$ cat src/include/ctw_pkg.sv
package ctw_pkg;
	// Transceiver mode codes held in the mode field
	typedef enum logic [1:0] {
		CTW_OFF = 2'b00,
		CTW_WAKE = 2'b01,
		CTW_RXONLY = 2'b10,
		CTW_NORMAL = 2'b11
	} ctw_xmode_t;
	// System mode codes
	typedef enum logic [2:0] {
		CTW_SYS_INIT = 3'b000,
		CTW_SYS_NORMAL = 3'b001,
		CTW_SYS_STOP = 3'b010,
		CTW_SYS_SLEEP = 3'b011,
		CTW_SYS_RESTART = 3'b100,
		CTW_SYS_FAILSAFE = 3'b101
	} ctw_smode_t;
	// Wake detector states
	typedef enum logic [2:0] {
		CTW_WK_IDLE = 3'b000,
		CTW_WK_DOM1 = 3'b001,
		CTW_WK_REC = 3'b010,
		CTW_WK_DOM2 = 3'b011,
		CTW_WK_DONE = 3'b100
	} ctw_wk_t;
	// Register byte addresses
	localparam logic [7:0] CTW_ADDR_CTRL = 8'h00;
	localparam logic [7:0] CTW_ADDR_STAT = 8'h04;
	localparam logic [7:0] CTW_ADDR_WAKE = 8'h08;
	// Control register fields
	localparam int CTW_CTRL_MODE_LSB = 0;
	localparam int CTW_CTRL_SYS_LSB = 4;
	localparam int CTW_CTRL_WDWK_BIT = 8;
	localparam int CTW_CTRL_WDEN_BIT = 9;
	// Status register fields (bits 0 to 2 write one to clear)
	localparam int CTW_STAT_FAIL_BIT = 0;
	localparam int CTW_STAT_UV_BIT = 1;
	localparam int CTW_STAT_WAKE_BIT = 2;
	localparam int CTW_STAT_TXOFF_BIT = 3;
	localparam int CTW_STAT_ARMED_BIT = 4;
	localparam int CTW_STAT_EFF_LSB = 8;
	localparam logic [1:0] CTW_RESP_OKAY = 2'b00;
	localparam logic [1:0] CTW_RESP_SLVERR = 2'b10;
	// Times in ns at a 10 ns clock
	localparam int CTW_CLK_NS = 10;
	localparam int CTW_WAKE1_NS = 500;
	localparam int CTW_WAKE2_NS = 1800;
	localparam int CTW_TXTO_NS = 2700000;
	localparam int CTW_BUSTO_NS = 2700000;
	localparam int CTW_WAKE1_CYC = (CTW_WAKE1_NS + CTW_CLK_NS - 1) / CTW_CLK_NS;
	localparam int CTW_WAKE2_CYC = CTW_WAKE2_NS / CTW_CLK_NS;
	localparam int CTW_TXTO_CYC = (CTW_TXTO_NS + CTW_CLK_NS - 1) / CTW_CLK_NS;
	localparam int CTW_BUSTO_CYC = (CTW_BUSTO_NS + CTW_CLK_NS - 1) / CTW_CLK_NS;
	localparam int CTW_CNT_W = 20;
	// Bus-side levels grouped
	typedef struct packed {
		logic bus_transmit_in;
		logic bus_level;
		logic supply_low;
	} ctw_line_t;
endpackage

$ cat src/verilog/ctw_core.sv
`timescale 1ns/1ps
module ctw_core
	import ctw_pkg::*;
#(
	parameter int TXTO_CYC = CTW_TXTO_CYC,
	parameter int BUSTO_CYC = CTW_BUSTO_CYC
) (
	input wire logic clk_i,
	input wire logic rst_b_i,
	input wire logic [7:0] s_awaddr_i,
	input wire logic s_awvalid_i,
	output logic s_awready_o,
	input wire logic [31:0] s_wdata_i,
	input wire logic [3:0] s_wstrb_i,
	input wire logic s_wvalid_i,
	output logic s_wready_o,
	output logic [1:0] s_bresp_o,
	output logic s_bvalid_o,
	input wire logic s_bready_i,
	input wire logic [7:0] s_araddr_i,
	input wire logic s_arvalid_i,
	output logic s_arready_o,
	output logic [31:0] s_rdata_o,
	output logic [1:0] s_rresp_o,
	output logic s_rvalid_o,
	input wire logic s_rready_i,
	input wire ctw_line_t line_i,
	input wire logic restart_done_i,
	output logic driver_en_o,
	output logic receive_out_o,
	output logic int_b_o,
	output logic watchdog_en_o,
	output logic [2:0] sys_mode_o
);
	ctw_xmode_t xmode;
	ctw_smode_t smode;
	ctw_wk_t wk_state;
	logic watchdog_on_bus_wake;
	logic fail_flag, uv_flag, bus_wake_flag, tx_off, uv_off, armed, woken, int_pend;
	logic [CTW_CNT_W-1:0] tx_cnt, bus_cnt, wk_cnt;
	logic bus_prev, tx_prev;
	logic aw_hold, w_hold;
	logic [7:0] aw_addr;
	logic [31:0] w_data;
	logic [3:0] w_strb;

	function automatic logic [CTW_CNT_W-1:0] ctw_inc(input logic [CTW_CNT_W-1:0] c);
		ctw_inc = (c == {CTW_CNT_W{1'b1}}) ? c : c + 1'b1;
	endfunction

	// Dominant is a low level on both the bus receiver and the transmit input
	wire bus_dom = ~line_i.bus_level;
	wire tx_dom = ~line_i.bus_transmit_in;
	wire sys_ns = (smode == CTW_SYS_NORMAL) || (smode == CTW_SYS_STOP);
	wire act_mode = (xmode == CTW_NORMAL) || (xmode == CTW_RXONLY);
	wire uv_mon = act_mode && sys_ns;

	// Register write path: address and data may arrive in either order
	wire wr_go = aw_hold && w_hold && !s_bvalid_o;
	wire wr_ctrl = wr_go && (aw_addr == CTW_ADDR_CTRL) && w_strb[0];
	wire wr_ctrl_hi = wr_go && (aw_addr == CTW_ADDR_CTRL) && w_strb[1];
	wire wr_stat = wr_go && (aw_addr == CTW_ADDR_STAT) && w_strb[0];
	wire wr_ok = (aw_addr == CTW_ADDR_CTRL) || (aw_addr == CTW_ADDR_STAT);
	wire [1:0] req_mode = w_data[CTW_CTRL_MODE_LSB +: 2];
	wire [2:0] req_sys = w_data[CTW_CTRL_SYS_LSB +: 3];
	// Receive-only only in system normal/stop; wake-capable not from init
	wire mode_legal = (req_mode == CTW_RXONLY || req_mode == CTW_NORMAL) ? sys_ns :
		(req_mode == CTW_WAKE) ? (smode != CTW_SYS_INIT) : 1'b1;
	wire set_mode = wr_ctrl && mode_legal && (smode != CTW_SYS_FAILSAFE);
	wire set_sys = wr_ctrl && (req_sys != smode) && (req_sys <= CTW_SYS_FAILSAFE);
	wire to_stop_fs = set_sys && (req_sys == CTW_SYS_STOP || req_sys == CTW_SYS_FAILSAFE);
	// A write that takes the mode out of wake-capable rearms detection
	wire leave_wake = set_mode && (xmode == CTW_WAKE) && (req_mode != CTW_WAKE);

	// Wake pattern filter
	wire wk_long = wk_cnt >= CTW_CNT_W'(CTW_WAKE2_CYC);
	wire wk_ok = (wk_cnt >= CTW_CNT_W'(CTW_WAKE1_CYC)) && !wk_long;
	wire wk_edge = bus_dom != bus_prev;
	wire wake_hit = (wk_state == CTW_WK_DOM2) && wk_edge && wk_ok && armed
		&& (xmode == CTW_WAKE);
	wire tx_to = tx_dom && (tx_cnt >= CTW_CNT_W'(TXTO_CYC));
	wire bus_to = bus_dom && (bus_cnt >= CTW_CNT_W'(BUSTO_CYC));
	wire int_wake = wake_hit && sys_ns;

	always_ff @(posedge clk_i or negedge rst_b_i) begin
		if (!rst_b_i) begin
			wk_state <= CTW_WK_IDLE;
			wk_cnt <= '0;
			bus_prev <= 1'b0;
		end else begin
			bus_prev <= bus_dom;
			wk_cnt <= wk_edge ? '0 : ctw_inc(wk_cnt);
			if (xmode != CTW_WAKE || !armed) begin
				wk_state <= CTW_WK_IDLE;
			end else begin
				case (wk_state)
					CTW_WK_IDLE: if (wk_edge && bus_dom) wk_state <= CTW_WK_DOM1;
					CTW_WK_DOM1: if (wk_edge) wk_state <= wk_ok ? CTW_WK_REC : CTW_WK_IDLE;
					CTW_WK_REC: if (wk_edge) wk_state <= wk_ok ? CTW_WK_DOM2 : CTW_WK_DOM1;
					CTW_WK_DOM2: if (wk_edge) wk_state <= wk_ok ? CTW_WK_DONE : CTW_WK_IDLE;
					CTW_WK_DONE: wk_state <= CTW_WK_DONE;
					default: wk_state <= CTW_WK_IDLE;
				endcase
				// A phase already too long cannot complete the pattern
				if (wk_long && wk_state != CTW_WK_IDLE && wk_state != CTW_WK_DONE)
					wk_state <= CTW_WK_IDLE;
			end
		end
	end

	always_ff @(posedge clk_i or negedge rst_b_i) begin
		if (!rst_b_i) begin
			tx_cnt <= '0;
			bus_cnt <= '0;
			tx_prev <= 1'b0;
		end else begin
			tx_prev <= tx_dom;
			tx_cnt <= (tx_dom != tx_prev || !tx_dom) ? '0 : ctw_inc(tx_cnt);
			bus_cnt <= (wk_edge || !bus_dom) ? '0 : ctw_inc(bus_cnt);
		end
	end

	// Mode, system mode and wake state
	always_ff @(posedge clk_i or negedge rst_b_i) begin
		if (!rst_b_i) begin
			xmode <= CTW_OFF;
			smode <= CTW_SYS_INIT;
			armed <= 1'b1;
			woken <= 1'b0;
			watchdog_on_bus_wake <= 1'b0;
			watchdog_en_o <= 1'b0;
		end else begin
			if (wr_ctrl_hi) begin
				watchdog_on_bus_wake <= w_data[CTW_CTRL_WDWK_BIT];
				watchdog_en_o <= w_data[CTW_CTRL_WDEN_BIT];
			end
			if (set_mode) begin
				xmode <= ctw_xmode_t'(req_mode);
			end
			if (set_sys) begin
				smode <= ctw_smode_t'(req_sys);
				if (req_sys == CTW_SYS_FAILSAFE) xmode <= CTW_WAKE;
			end
			if (leave_wake) begin
				armed <= 1'b1;
				woken <= 1'b0;
			end else if (set_mode && req_mode != CTW_WAKE) begin
				woken <= 1'b0;
			end
			if (to_stop_fs) armed <= 1'b1;
			if (wake_hit) begin
				armed <= 1'b0;
				woken <= 1'b1;
				// Stop and normal stay put; others go to restart
				if (!sys_ns) smode <= CTW_SYS_RESTART;
				if (smode == CTW_SYS_STOP && watchdog_on_bus_wake)
					watchdog_en_o <= 1'b1;
			end else if (smode == CTW_SYS_RESTART && restart_done_i && !set_sys) begin
				smode <= CTW_SYS_NORMAL;
			end
		end
	end

	// Driver fallbacks and sticky flags; hardware set wins over software clear
	always_ff @(posedge clk_i or negedge rst_b_i) begin
		if (!rst_b_i) begin
			fail_flag <= 1'b0;
			uv_flag <= 1'b0;
			bus_wake_flag <= 1'b0;
			int_pend <= 1'b0;
			tx_off <= 1'b0;
			uv_off <= 1'b0;
		end else begin
			tx_off <= (xmode == CTW_NORMAL) && (tx_off ? tx_dom : tx_to);
			uv_off <= uv_mon && line_i.supply_low;
			if (wr_stat && w_data[CTW_STAT_FAIL_BIT]) fail_flag <= 1'b0;
			if (wr_stat && w_data[CTW_STAT_UV_BIT]) uv_flag <= 1'b0;
			if (wr_stat && w_data[CTW_STAT_WAKE_BIT]) begin
				bus_wake_flag <= 1'b0;
				int_pend <= 1'b0;
			end
			if ((xmode == CTW_NORMAL && tx_to) || (act_mode && bus_to))
				fail_flag <= 1'b1;
			if (uv_mon && line_i.supply_low) uv_flag <= 1'b1;
			if (wake_hit) bus_wake_flag <= 1'b1;
			if (int_wake) int_pend <= 1'b1;
		end
	end

	// Pin outputs; transmission only after a recessive level once enabled
	logic tx_armed;
	always_ff @(posedge clk_i or negedge rst_b_i) begin
		if (!rst_b_i) begin
			tx_armed <= 1'b0;
			driver_en_o <= 1'b0;
			receive_out_o <= 1'b1;
			int_b_o <= 1'b1;
			sys_mode_o <= CTW_SYS_INIT;
		end else begin
			if (xmode != CTW_NORMAL) tx_armed <= 1'b0;
			else if (!tx_dom) tx_armed <= 1'b1;
			driver_en_o <= (xmode == CTW_NORMAL) && tx_armed && !tx_off && !uv_off
				&& tx_dom;
			if (xmode == CTW_WAKE) receive_out_o <= !(woken || wake_hit);
			else if (act_mode) receive_out_o <= line_i.bus_level;
			else receive_out_o <= 1'b1;
			int_b_o <= !(int_pend || int_wake);
			sys_mode_o <= smode;
		end
	end

	// AXI4-Lite slave, one write and one read at a time
	always_ff @(posedge clk_i or negedge rst_b_i) begin
		if (!rst_b_i) begin
			aw_hold <= 1'b0;
			w_hold <= 1'b0;
			aw_addr <= '0;
			w_data <= '0;
			w_strb <= '0;
			s_bvalid_o <= 1'b0;
			s_bresp_o <= CTW_RESP_OKAY;
			s_arready_o <= 1'b0;
			s_rvalid_o <= 1'b0;
			s_rdata_o <= '0;
			s_rresp_o <= CTW_RESP_OKAY;
		end else begin
			if (s_awvalid_i && s_awready_o) begin
				aw_hold <= 1'b1;
				aw_addr <= s_awaddr_i;
			end
			if (s_wvalid_i && s_wready_o) begin
				w_hold <= 1'b1;
				w_data <= s_wdata_i;
				w_strb <= s_wstrb_i;
			end
			if (wr_go) begin
				aw_hold <= 1'b0;
				w_hold <= 1'b0;
				s_bvalid_o <= 1'b1;
				s_bresp_o <= wr_ok ? CTW_RESP_OKAY : CTW_RESP_SLVERR;
			end else if (s_bvalid_o && s_bready_i) begin
				s_bvalid_o <= 1'b0;
			end
			s_arready_o <= !s_arready_o && s_arvalid_i && !s_rvalid_o;
			if (s_arready_o && s_arvalid_i) begin
				s_rvalid_o <= 1'b1;
				s_rresp_o <= CTW_RESP_OKAY;
				case (s_araddr_i)
					CTW_ADDR_CTRL: s_rdata_o <= {22'h000000, watchdog_en_o,
						watchdog_on_bus_wake, 1'b0, smode, 2'b00, xmode};
					CTW_ADDR_STAT: s_rdata_o <= {22'h000000, !uv_off && !tx_off && xmode == CTW_NORMAL,
						driver_en_o, 3'b000, armed, tx_off, bus_wake_flag, uv_flag, fail_flag};
					CTW_ADDR_WAKE: s_rdata_o <= {31'h00000000, bus_wake_flag};
					default: begin
						s_rdata_o <= 32'h00000000;
						s_rresp_o <= CTW_RESP_SLVERR;
					end
				endcase
			end else if (s_rvalid_o && s_rready_i) begin
				s_rvalid_o <= 1'b0;
			end
		end
	end

	assign s_awready_o = !aw_hold && !s_bvalid_o;
	assign s_wready_o = !w_hold && !s_bvalid_o;

	chk_wake_rx_low: assert property (@(posedge clk_i) disable iff (!rst_b_i)
		wake_hit |=> !receive_out_o) else $error("receive output not low after wake");
	chk_wake_mode_kept: assert property (@(posedge clk_i) disable iff (!rst_b_i)
		wake_hit |=> xmode == CTW_WAKE) else $error("mode left wake-capable on wake");
	chk_off_no_wake: assert property (@(posedge clk_i) disable iff (!rst_b_i)
		xmode == CTW_OFF |-> !wake_hit) else $error("wake accepted in off mode");
	chk_sleep_no_int: assert property (@(posedge clk_i) disable iff (!rst_b_i)
		(wake_hit && smode == CTW_SYS_SLEEP && !int_pend) |=> int_b_o)
		else $error("interrupt on sleep wake");
	chk_stop_int: assert property (@(posedge clk_i) disable iff (!rst_b_i)
		(wake_hit && smode == CTW_SYS_STOP) |=> !int_b_o && smode == CTW_SYS_STOP)
		else $error("stop wake handling wrong");
	chk_sleep_restart: assert property (@(posedge clk_i) disable iff (!rst_b_i)
		(wake_hit && smode == CTW_SYS_SLEEP) |=> smode == CTW_SYS_RESTART)
		else $error("sleep wake did not restart");
	chk_tx_timeout: assert property (@(posedge clk_i) disable iff (!rst_b_i)
		(xmode == CTW_NORMAL && tx_to && !set_mode) |=> ##1 !driver_en_o)
		else $error("driver on after transmit time-out");
	chk_fail_sticky: assert property (@(posedge clk_i) disable iff (!rst_b_i)
		(fail_flag && !(wr_stat && w_data[CTW_STAT_FAIL_BIT])) |=> fail_flag)
		else $error("failure flag lost");
	chk_stop_rearm: assert property (@(posedge clk_i) disable iff (!rst_b_i)
		(to_stop_fs && !wake_hit) |=> armed) else $error("no rearm on stop");

	// Driver and receive pin guards per transceiver mode, and fault flag checks
	chk_rxonly_no_drive: assert property (@(posedge clk_i) disable iff (!rst_b_i)
		xmode == CTW_RXONLY |=> !driver_en_o)
		else $error("driver on in receive-only mode");
	chk_off_rx_high: assert property (@(posedge clk_i) disable iff (!rst_b_i)
		xmode == CTW_OFF |=> receive_out_o)
		else $error("receive output low in off mode");
	chk_uv_driver_off: assert property (@(posedge clk_i) disable iff (!rst_b_i)
		uv_off |=> !driver_en_o)
		else $error("driver on during supply low");
	chk_uv_flag_set: assert property (@(posedge clk_i) disable iff (!rst_b_i)
		(uv_mon && line_i.supply_low) |=> uv_flag)
		else $error("supply low flag not set");
	chk_bus_to_fail: assert property (@(posedge clk_i) disable iff (!rst_b_i)
		(act_mode && bus_to) |=> fail_flag)
		else $error("bus time-out did not set failure flag");
	chk_tx_off_clear: assert property (@(posedge clk_i) disable iff (!rst_b_i)
		(tx_off && !tx_dom) |=> !tx_off)
		else $error("driver fallback kept after time-out ended");

	// System mode reactions tied to fail-safe
	chk_fs_forces_wake: assert property (@(posedge clk_i) disable iff (!rst_b_i)
		(set_sys && req_sys == CTW_SYS_FAILSAFE) |=> xmode == CTW_WAKE)
		else $error("fail-safe did not force wake-capable mode");
	chk_fs_wake_restart: assert property (@(posedge clk_i) disable iff (!rst_b_i)
		(wake_hit && smode == CTW_SYS_FAILSAFE && !int_pend) |=> smode == CTW_SYS_RESTART && int_b_o)
		else $error("fail-safe wake handling wrong");
endmodule // ctw_core

$ cat config.mk
export PLATFORM = sky130hd
export DESIGN_NAME = ctw_core
export DESIGN_NICKNAME = d
export VERILOG_FILES = /design/src/include/ctw_pkg.sv /design/src/verilog/ctw_core.sv
export SDC_FILE = /design/constraint.sdc
export NUM_CORES = 1
export LEC_CHECK = 0
export BUFFER_PORTS_ARGS = -buffer_cell sky130_fd_sc_hd__buf_2
export CORE_MARGIN = 3
export CORE_UTILIZATION = 61
export CTS_CLUSTER_SIZE = 8
export DETAILED_ROUTE_END_ITERATION = 12
export GPL_TIMING_DRIVEN = 0
export PLACE_DENSITY = 0.86
export SETUP_SLACK_MARGIN = 0.02
export SLEW_MARGIN = 40
export SYNTH_ARGS = -nofsm -noshare
export SYNTH_HDL_FRONTEND = slang
export SYNTH_SLANG_ARGS = --single-unit
$ cat constraint.sdc
create_clock -name clk_i -period 3.4 [get_ports clk_i]
set_clock_uncertainty 0.1 [all_clocks]
set_input_delay 0 -clock clk_i [delete_from_list [all_inputs] [get_ports clk_i]]
set_output_delay 0 -clock clk_i [all_outputs]
set_load 0.01 [all_outputs]
==> flow_summary.toml, run 1 <==
[setup_path]
cp.required_ns = 3.77
cp.arrival_ns = 2.99
r2r_setup_slack_ns = 0.85
reg2reg_depth = 7
crit_end = "s_rdata_o[5]"
cp_slowest_stage_delay_ns = 0.64
path_common_cell = "dlygate4sd3_1"
critical_path_buf_inv_count = 4
reg2reg_from = "bus_cnt[0]"
start_kind = "input port"
path_max_fanout = 4
path_class = "in2reg"
crit_chain = "dlygate4sd3_1 -> buf_2 -> nor4_1 -> dlygate4sd3_1 -> nand2_1 -> dlygate4sd3_1 -> or3_1 -> nor2_1 -> a22o_1"
worst_path_max_delay_cell = "dlygate4sd3_1"
critPathTopFamily = "buffers and inverters"
r2r_end = "bus_cnt[5]"
startpoint = "s_araddr_i[4]"
cp-end-kind = "register"
path_depth = 9

[yosys]
ys_seq_elements = 121
synthSimpleGateAreaFrac_pct = 21.7
synth_fa_ha_area_share_pct = 1.59
seq_area_frac_synth_pct = 48.2
synthCells = 652
synthTopCellsByCount = "118 x dfrtp_1, 74 x nor2_1, 51 x nand2_1"
async_reset_ff_share_pct = 100
synth.most_common_cell = "dfrtp_1"
yosysWarnings = 0
synthTopCellsByArea = "dfrtp_1 47%, nor2_1 4.4%, xor2_1 3.5%"
synth_area_sq_mm = 0.00629
synth-compound-area-share_pct = 11.9
synth-xor-area-share_pct = 5.57
muxShareOfSynthArea_pct = 4.79
synth_top_area_cell = "dfrtp_1"
netlist.area_leader.share_pct = 46.9
synth_cell_types = 68
synth_edf_count = 0
synth_area_per_cell_sq_um = 9.65
synthFlopType = "dfrtp_1"
synth_top_family_by_area = "simple AND/OR/NAND/NOR gates"

[pwr]
p_leak_nw = 3.55
peakVddDrop_mv = 0.457
p_per_area_mw_per_mm2 = 573

[timing]
rsz0062_at_grt = "no"
worst_slew_pin_slew_ns = 0.706
hold_viol = 0
max_freq_mhz = 382
slew_headroom_pct = 52.5
report.final.setup_viol = 0
drv_slew = 0
finalSetupTns_ns = 0
fin_crit_ns = 2.62
final.period_utilization_pct = 77.0

[route]
drc = 0
dr.pass1.iters = 6
drt_iter0_markers = 550
drt_wl_total_mm = 18.4
dr_total_vias = 5808
drt-vias-per-instance = 6.17
detail-route-antenna-nets = 0
detail_route.wl_per_cell_um = 19.5

[worst_hold_path]
min_path_type = "in2reg"
hp-start = "s_bready_i"

[layout]
drive_gt1_share_pct = 19.1
area_growth_pct = 25.8
final_util_pct = 79.8
nets = 865
fin_cells = 941
fillers = 537

[die]
die-area_sq_mm = 0.0116
core_area_sq_mm = 0.00991
num_rows = 36
initial_core_util_pct = 63.5
die_h_um = 108
ioPinCount = 111
die_width_um = 108

[global_routing]
globalRouteOverflowTotal = 0
grt_pass1_vias = 5980
grt_pass1_wl_mm = 30.3
antenna_found_initial = 2
grtUsageTotal_pct = 34.2
grt_max_degree = 80

[clock_tree]
cts.sink_count = 121
htreeDepth = 4
clk_pin_slew_ns = 0.06
worstSkewPairLatency_ns = 0.54
ctsResizeCount = 0
cts_setup_buffers = 0
cts_made_buffers = 17
clockBufferDepth = 2
hold_buffers = 40
cts_root_buf = "clkbuf_8"
cts_tree = "done"

[job]
max_cap_violations = 0

[placed_design]
dpl.hpwl_mm = 9.93
portBuffers = 58
gp_congestion = 0.972
dp.cells = 868

[run_status]
status = "finished clean"
-- placed cells by master (no fill, tap or decap), drive strengths merged, types with 8 or more instances in the layout --
master,count
and2,10
nand4,19
inv,28
or3,8
o21ai,25
dlygate4sd3,39
nand3,26
nor3,20
buf,88
xnor2,15
nand2,51
nor4,10
mux2i,11
clkbuf,34
mux2,17
ha,8
nor2,74
and3,15
dfrtp,118
conb,25
a21oi,35
xor2,25
-- area by class of cell --
class / instances / area, sq um / share of cell area, %
Antenna cell: 1 / 2.50 / 0.0316
Clock buffer: 18 / 428 / 5.41
Multi-Input combinational cell: 483 / 2960 / 37.4
Inverter: 28 / 105 / 1.33
Buffer: 44 / 285 / 3.61
Sequential cell: 121 / 3030 / 38.3
Clock inverter: 14 / 196 / 2.48
Timing Repair Buffer: 99 / 738 / 9.33
Tap cell: 133 / 166 / 2.10
-- metal layers --
| layer | global-route usage (%) | share of wire (%) |
|---|---|---|
| met3 | 11.4 | 7.9 |
| met1 | 38.4 | 36 |
| met2 | 57.5 | 51 |
| met4 | 17.9 | 5.6 |
| met5 | 0 | 0 |
-- power breakdown --
group          switching [W]  internal (W)
Clock               0.000700       0.00121
Combinational       0.000423      0.000377
Sequential          0.000197       0.00163
-- state kept, by name (all words and copies together), names as in the netlist, 2 cells and up --
signal and count:
bus_cnt 20, smode 3, xmode 2, w_data 8, aw_addr 8, w_strb 2, wk_state 3, s_rdata_o 9
tx_cnt 20, sys_mode_o 3, wk_cnt 20
-- worst min path at each step --
| stage | to | slack, ns | cells after the start |
|---|---|---|---|
| 5_1_grt | s_bvalid_o | 0.08 | 3 |
| 4_1_cts | s_bvalid_o | 0.08 | 3 |
| 3_3_place_gp | s_bvalid_o | 0.08 | 2 |
| 3_5_place_dp | aw_hold | -0.19 | 1 |
| 2_1_floorplan | aw_addr[0] | -0.40 | 0 |
| 6_report | s_bvalid_o | 0.08 | 3 |
-- per-stage QoR --
| step | hold slack, ns | power, W | cell area (sq um) | worst slack (ns) |
|---|---|---|---|---|
| final | 0.0760 | 0.00454 | 7910 | 0.783 |
| after global routing | 0.0844 | 0.00470 | 7910 | 0.683 |
| after CTS | 0.0848 | 0.00446 | 7910 | 0.872 |
| after detailed placement | -0.191 | 0.00251 | 6880 | 0.984 |
| after global placement | 0.0787 | 0.00244 | 6840 | 0.826 |
| after floorplan | -0.396 | 0.00226 | 6380 | 1.23 |
-- kinds of logic (layout without fill, tap and decap cells) --
logic type / after synthesis / after routing
AO/OA/AOI/OAI: 114 / 114
XOR/XNOR: 40 / 40
adder cells (fa/ha/maj): 8 / 8
buffers and inverters: 72 / 203
flip-flops: 121 / 121
multiplexers: 28 / 28
other: 1 / 26
AND/OR/NAND/NOR: 268 / 268
-- worst reg2reg max path, cell delays in order, from the launching register on --
cell and delay (ns):
dfrtp_1 0.38, ha_1 0.34, nand2_1 0.14, or4b_1 0.63, clkbuf_1 0.28, o211ai_1 0.30, xor2_1 0.18, nor2_1 0.06
No activity file was read; power rests on OpenSTA's default activity.
==> inputs of run 2 (changes only) <==
ABC_AREA = 1   (was default)
CORE_UTILIZATION = 51   (was 61)
PLACE_DENSITY = 0.76   (was 0.86)
clock period = 2.35 ns   (was 3.4 ns; I/O delays follow)
==> run 2 against run 1 <==
Net effect:
- the run now ends with negative hold slack left
- die area increased by 26%
- synthesized area is 6.5% higher
- total power rose by 32%
- hold slack worse by 0.080 ns
- cell count increased by 26%
- register-to-register slack got worse by 0.61 ns
- sequential cell count stayed put
- core utilization decreased by 14 points
- worst setup slack lost 0.54 ns
- critical path depth grew 3
- sequential share of layout area fell by 2.0 points
- critical path type is now reg2reg
- highest routed layer unchanged
==> flow_summary.toml, run 2 <==
[yosys]
seq_area_frac_synth_pct = 45.2
synth.most_common_cell = "nand2_1"
ys_seq_elements = 121
synthFlopType = "dfrtp_1"
synth_area_sq_mm = 0.00670
synth_area_per_cell_sq_um = 7.78
yosysWarnings = 0
synthCells = 862
synthTopCellsByCount = "189 x nand2_1, 118 x dfrtp_1, 109 x nor2_1"
synth_top_area_cell = "dfrtp_1"
synthTopCellsByArea = "dfrtp_1 44%, nand2_1 11%, nor2_1 6.1%"
netlist.area_leader.share_pct = 44.1
async_reset_ff_share_pct = 100
synth_cell_types = 46
synth_edf_count = 0

[clock_tree]
ctsResizeCount = 0
clockBufferDepth = 2
worstSkewPairLatency_ns = 0.42
cts_tree = "done"
cts_root_buf = "clkbuf_16"
hold_buffers = 40
cts_setup_buffers = 0
htreeDepth = 4
cts_made_buffers = 17
clk_pin_slew_ns = 0.06
cts.sink_count = 121

[timing]
drv_slew = 0
hold_viol = 2
finalSetupTns_ns = 0
worst_slew_pin_slew_ns = 0.504
fin_crit_ns = 2.11
slew_headroom_pct = 66.4
hold-worst-slack_ns = -0.00440
report.final.setup_viol = 0
rsz0062_at_grt = "no"
max_freq_mhz = 474
final.period_utilization_pct = 89.8

[pwr]
p_int_w = 0.00435
finalPower_w = 0.00599
p_seq_share_pct = 40.6
p_leak_nw = 4.13
p_clk_share_pct = 44.9
swShare_pct = 27.4
p_per_area_mw_per_mm2 = 717
pwr-share-comb_pct = 14.5
peakVddDrop_mv = 0.721
p_sw_w = 0.00164

[setup_path]
cp-end-kind = "register"
critical_path_buf_inv_count = 1
path_common_cell = "nand2_1"
crit_chain = "ha_1 -> nand2_1 -> inv_1 -> nand2_1 -> nor2_1 -> nand3_1 -> nor2_2 -> nand2_1 -> nand2_1 -> nand2_1 -> nand3_1 -> nand2_1"
reg2reg_from = "wk_cnt[0]"
start_kind = "register"
cp.arrival_ns = 2.30
r2r_setup_slack_ns = 0.24
cp_slowest_stage_delay_ns = 0.46
worst_path_max_delay_cell = "dfrtp_1"
reg2reg_depth = 12
path_max_fanout = 5
path_class = "reg2reg"
r2r_end = "wk_cnt[9]"
cp.required_ns = 2.54
critPathTopFamily = "simple AND/OR/NAND/NOR gates"

[placed_design]
portBuffers = 59
dpl.hpwl_mm = 10.8
dp.cells = 1118
place_area_sq_mm = 0.00734
gp_congestion = 0.929

[layout]
seq_area_sq_mm = 0.00303
fin_cells = 1190
top_regs = "bus_cnt x20, tx_cnt x20, wk_cnt x20"
mostFrequentLayoutCell = "nand2_1"
fillers = 1061
final_cell_area_sq_mm = 0.00835
drive_gt1_share_pct = 16.1
area_growth_pct = 24.6
final_util_pct = 65.7
nets = 1076
multi_input_area_sq_mm = 0.00312
diodes = 0
final_cell_mix = "189 x nand2_1, 118 x dfrtp_1, 109 x nor2_1"

[route]
dr_total_vias = 6110
drt-vias-per-instance = 5.13
detail_route.wl_per_cell_um = 13.4
drt_wl_total_mm = 15.9
drc = 0
detail-route-antenna-nets = 0
dr.pass1.iters = 5
drt_iter0_markers = 576

[global_routing]
grtUsageTotal_pct = 23.2
grt_pass1_vias = 5932
grt_max_degree = 68
grt_pass1_wl_mm = 27.4
globalRouteOverflowTotal = 0
antenna_found_initial = 0

[die]
die_width_um = 121
num_rows = 41
die_h_um = 121
initial_core_util_pct = 52.7
core_area_sq_mm = 0.0127
ioPinCount = 111
die-area_sq_mm = 0.0146

[job]
max_cap_violations = 0

[run_status]
violations = "negative hold slack"
status = "complete, but fails checks"

[worst_hold_path]
min_path_type = "in2async"
## run 2: cell types whose count changed after synthesis, moves of 11 or more
cell / delta
xnor2_1: -12
a31oi_1: +11
and3_1: -14
mux2_2: -13
nor2_1: +35
nand2_1: +138
mux2i_1: -11
xor2_1: -15
inv_1: +76
o21ai_0: +34
nand3_1: +34
## run 2: final cells by class
class | count | area share (%)
Multi-Input combinational cell | 621 | 37.3
Timing Repair Buffer | 100 | 8.78
Tap cell | 172 | 2.58
Buffer | 36 | 2.86
Inverter | 108 | 4.85
Clock inverter | 13 | 2.04
Clock buffer | 19 | 5.30
Sequential cell | 121 | 36.3
## run 2: per-stage QoR
step | hold WS (ns) | worst slack, ns
final | -0.00440 | 0.241
after global routing | 0.0208 | 0.0383
after CTS | 0.00125 | 0.283
after detailed placement | -0.154 | 0.318
after global placement | 0.0846 | -0.374
after floorplan | -0.396 | 0.669
## run 2: worst max-delay path by stage
| stage | from | to | depth (start not counted) |
|---|---|---|---|
| 4_1_cts | wk_cnt[0] | wk_cnt[9] | 12 |
| 2_1_floorplan | bus_cnt[0] | bus_cnt[0] | 8 |
| 3_3_place_gp | rst_b_i | aw_addr[1] | 1 |
| 6_report | wk_cnt[0] | wk_cnt[9] | 12 |
| 3_5_place_dp | wk_cnt[0] | wk_cnt[9] | 12 |
| 5_1_grt | wk_cnt[0] | wk_cnt[9] | 12 |
## run 2: layer usage
metal  vias to the layer above  global-route usage, %  share of wire, %
met3                        33                   5.38               4.3
met1                      2863                   30.6                44
met2                       158                   38.0                49
met5                         -                      0                 0
met4                         0                   7.79               2.1
li1                       3056                      -                 -
## run 2: cell families after synthesis
kind of cell | share of synthesized area [%]
fa+ha+maj | 1.49
flops | 45.2
other cells | 0.0559
compound gates | 10.2
xor+xnor | 1.70
buf+inv | 9.61
simple gates | 31.0
mux | 0.672
## run 2: power groups by stage
stage	clock (W)	sequential [W]	combinational, W
finish	0.00269	0.00243	0.000866
global placement	0	0.00245	0.000732
detailed placement	0	0.00246	0.000761
global route	0.00283	0.00246	0.000984
CTS	0.00272	0.00243	0.000853
floorplan	0	0.00244	0.000517
==> inputs of run 3 (changes only) <==
MAX_ROUTING_LAYER = met4   (was default)
==> run 3 against run 2 <==
Net effect:
- the run now ends clean
- sequential power hardly changed
- combinational power is 2% higher
- hold slack better by 0.041 ns
- core utilization is 0.079 points higher
- register-to-register slack better by 0.03 ns
- sequential share of layout area hardly changed
- highest routed layer unchanged
==> flow_summary.toml, run 3 (synthesized netlist as in run 2, its figures left out) <==
[placed_design]
dp.cells = 1118
portBuffers = 59
gp_congestion = 0.948
dp_slack_ns = 0.296
dpl.hpwl_mm = 10.7

[layout]
nets = 1078
fin_cells = 1191
final_util_pct = 65.7
fillers = 1049
top_regs = "bus_cnt x20, tx_cnt x20, wk_cnt x20"
mostFrequentLayoutCell = "nand2_1"
drive_gt1_share_pct = 16.2
area_growth_pct = 24.8
diodes = 0
final_cell_mix = "189 x nand2_1, 118 x dfrtp_1, 109 x nor2_1"

[route]
drc = 0
dr.pass1.iters = 6
detail_route.wl_per_cell_um = 13.5
detail-route-antenna-nets = 0
drt-vias-per-instance = 5.17
drt_iter0_markers = 562
dr_total_vias = 6161
drt_wl_total_mm = 16.1

[pwr]
p_leak_nw = 4.13
peakVddDrop_mv = 0.799
p_per_area_mw_per_mm2 = 713

[clock_tree]
cts_tree = "done"
cts_made_buffers = 17
clockBufferDepth = 2
cts_root_buf = "clkbuf_16"
htreeDepth = 4
worstSkewPairLatency_ns = 0.42
clk_pin_slew_ns = 0.06
cts.sink_count = 121
cts_setup_buffers = 0

[die]
ioPinCount = 111
num_rows = 41
die-area_sq_mm = 0.0146
core_area_sq_mm = 0.0127
initial_core_util_pct = 52.7
die_h_um = 121
die_width_um = 121

[timing]
max_freq_mhz = 481
drv_slew = 0
fin_ws_ns = 0.269
rsz0062_at_grt = "no"
fin_crit_ns = 2.08
hold_viol = 0
final.period_utilization_pct = 88.5
report.final.setup_viol = 0

[setup_path]
path_max_fanout = 5
cp-end-kind = "register"
start_kind = "register"
cp.arrival_ns = 2.28
reg2reg_from = "wk_cnt[0]"
path_class = "reg2reg"
startpoint = "wk_cnt[0]"
cp.required_ns = 2.55

[run_status]
status = "finished clean"

[worst_hold_path]
hp-start = "s_araddr_i[6]"
min_path_type = "in2reg"

[global_routing]
grt_pass1_vias = 5856
grt_pass1_wl_mm = 27.7
globalRouteOverflowTotal = 0
antenna_found_initial = 0
grtUsageTotal_pct = 24.0
grt_max_degree = 70

[job]
max_cap_violations = 0
## run 3: report_power, final
part	internal [W]	switching, W	leakage (nW)	total (W)
Clock	0.00167	0.000984	0.286	0.00265
Combinational	0.000350	0.000531	2.29	0.000881
Sequential	0.00230	0.000141	1.56	0.00244
## run 3: final timing paths
kind                       slack [ns]  cells past startpoint      endpoint
setup / recovery                 0.27                     12     wk_cnt[9]
hold / removal                   0.04                      6  s_rdata_o[2]
setup reg to reg                 0.27                     12     wk_cnt[9]
hold reg to reg                  0.30                      1       int_b_o
max in group asynchronous        0.65                      4    bus_cnt[5]
min in group asynchronous        0.52                      3    bus_cnt[4]
## run 3: timing repair
action,in CTS,in global routing
endpoints found under the hold margin,158,0
hold buffers,42,0
resized for setup,0,1
endpoints found under the setup margin,0,1
## run 3: metrics by stage
step | cell area [sq um] | hold slack, ns | power [W] | setup TNS (ns)
after CTS | 8360 | 0.0213 | 0.00596 | 0
after detailed placement | 7340 | -0.161 | 0.00322 | 0
after global placement | 7300 | 0.0873 | 0.00319 | -44.32
final | 8360 | 0.0367 | 0.00597 | 0
after global routing | 8360 | 0.0876 | 0.00623 | 0
after floorplan | 6790 | -0.396 | 0.00296 | 0
## run 3: routing by layer
layer | routed length, um | GRT usage (%) | vias to the layer above
li1 | - | - | 3066
met1 | 7120 | 31.0 | 2864
met2 | 7850 | 37.8 | 199
met3 | 736 | 4.68 | 32
met4 | 367 | 9.21 | 0
met5 | 0 | - | -
## run 3: worst max-delay path, cell delays in order (launching register included)
cell     delay (ns)
dfrtp_1        0.46
ha_2           0.27
nand2_1        0.07
inv_1          0.08
nand2_1        0.08
nor2_1         0.19
nand3_1        0.11
nor2_2         0.14
nand2_1        0.12
nand2_1        0.15
nand2_1        0.06
nand3_1        0.06
nand2_1        0.06
## run 3: cell type report
| class | count | area [sq um] | share of cell area, % |
|---|---|---|---|
| flip-flops and latches | 121 | 3030 | 36.2 |
| multi-input cells | 621 | 3120 | 37.3 |
| clock inverters | 14 | 175 | 2.09 |
| well taps | 172 | 215 | 2.57 |
| plain buffers | 36 | 239 | 2.86 |
| inverters | 108 | 405 | 4.85 |
| clock buffers | 17 | 425 | 5.09 |
| repair buffers | 102 | 753 | 9.01 |
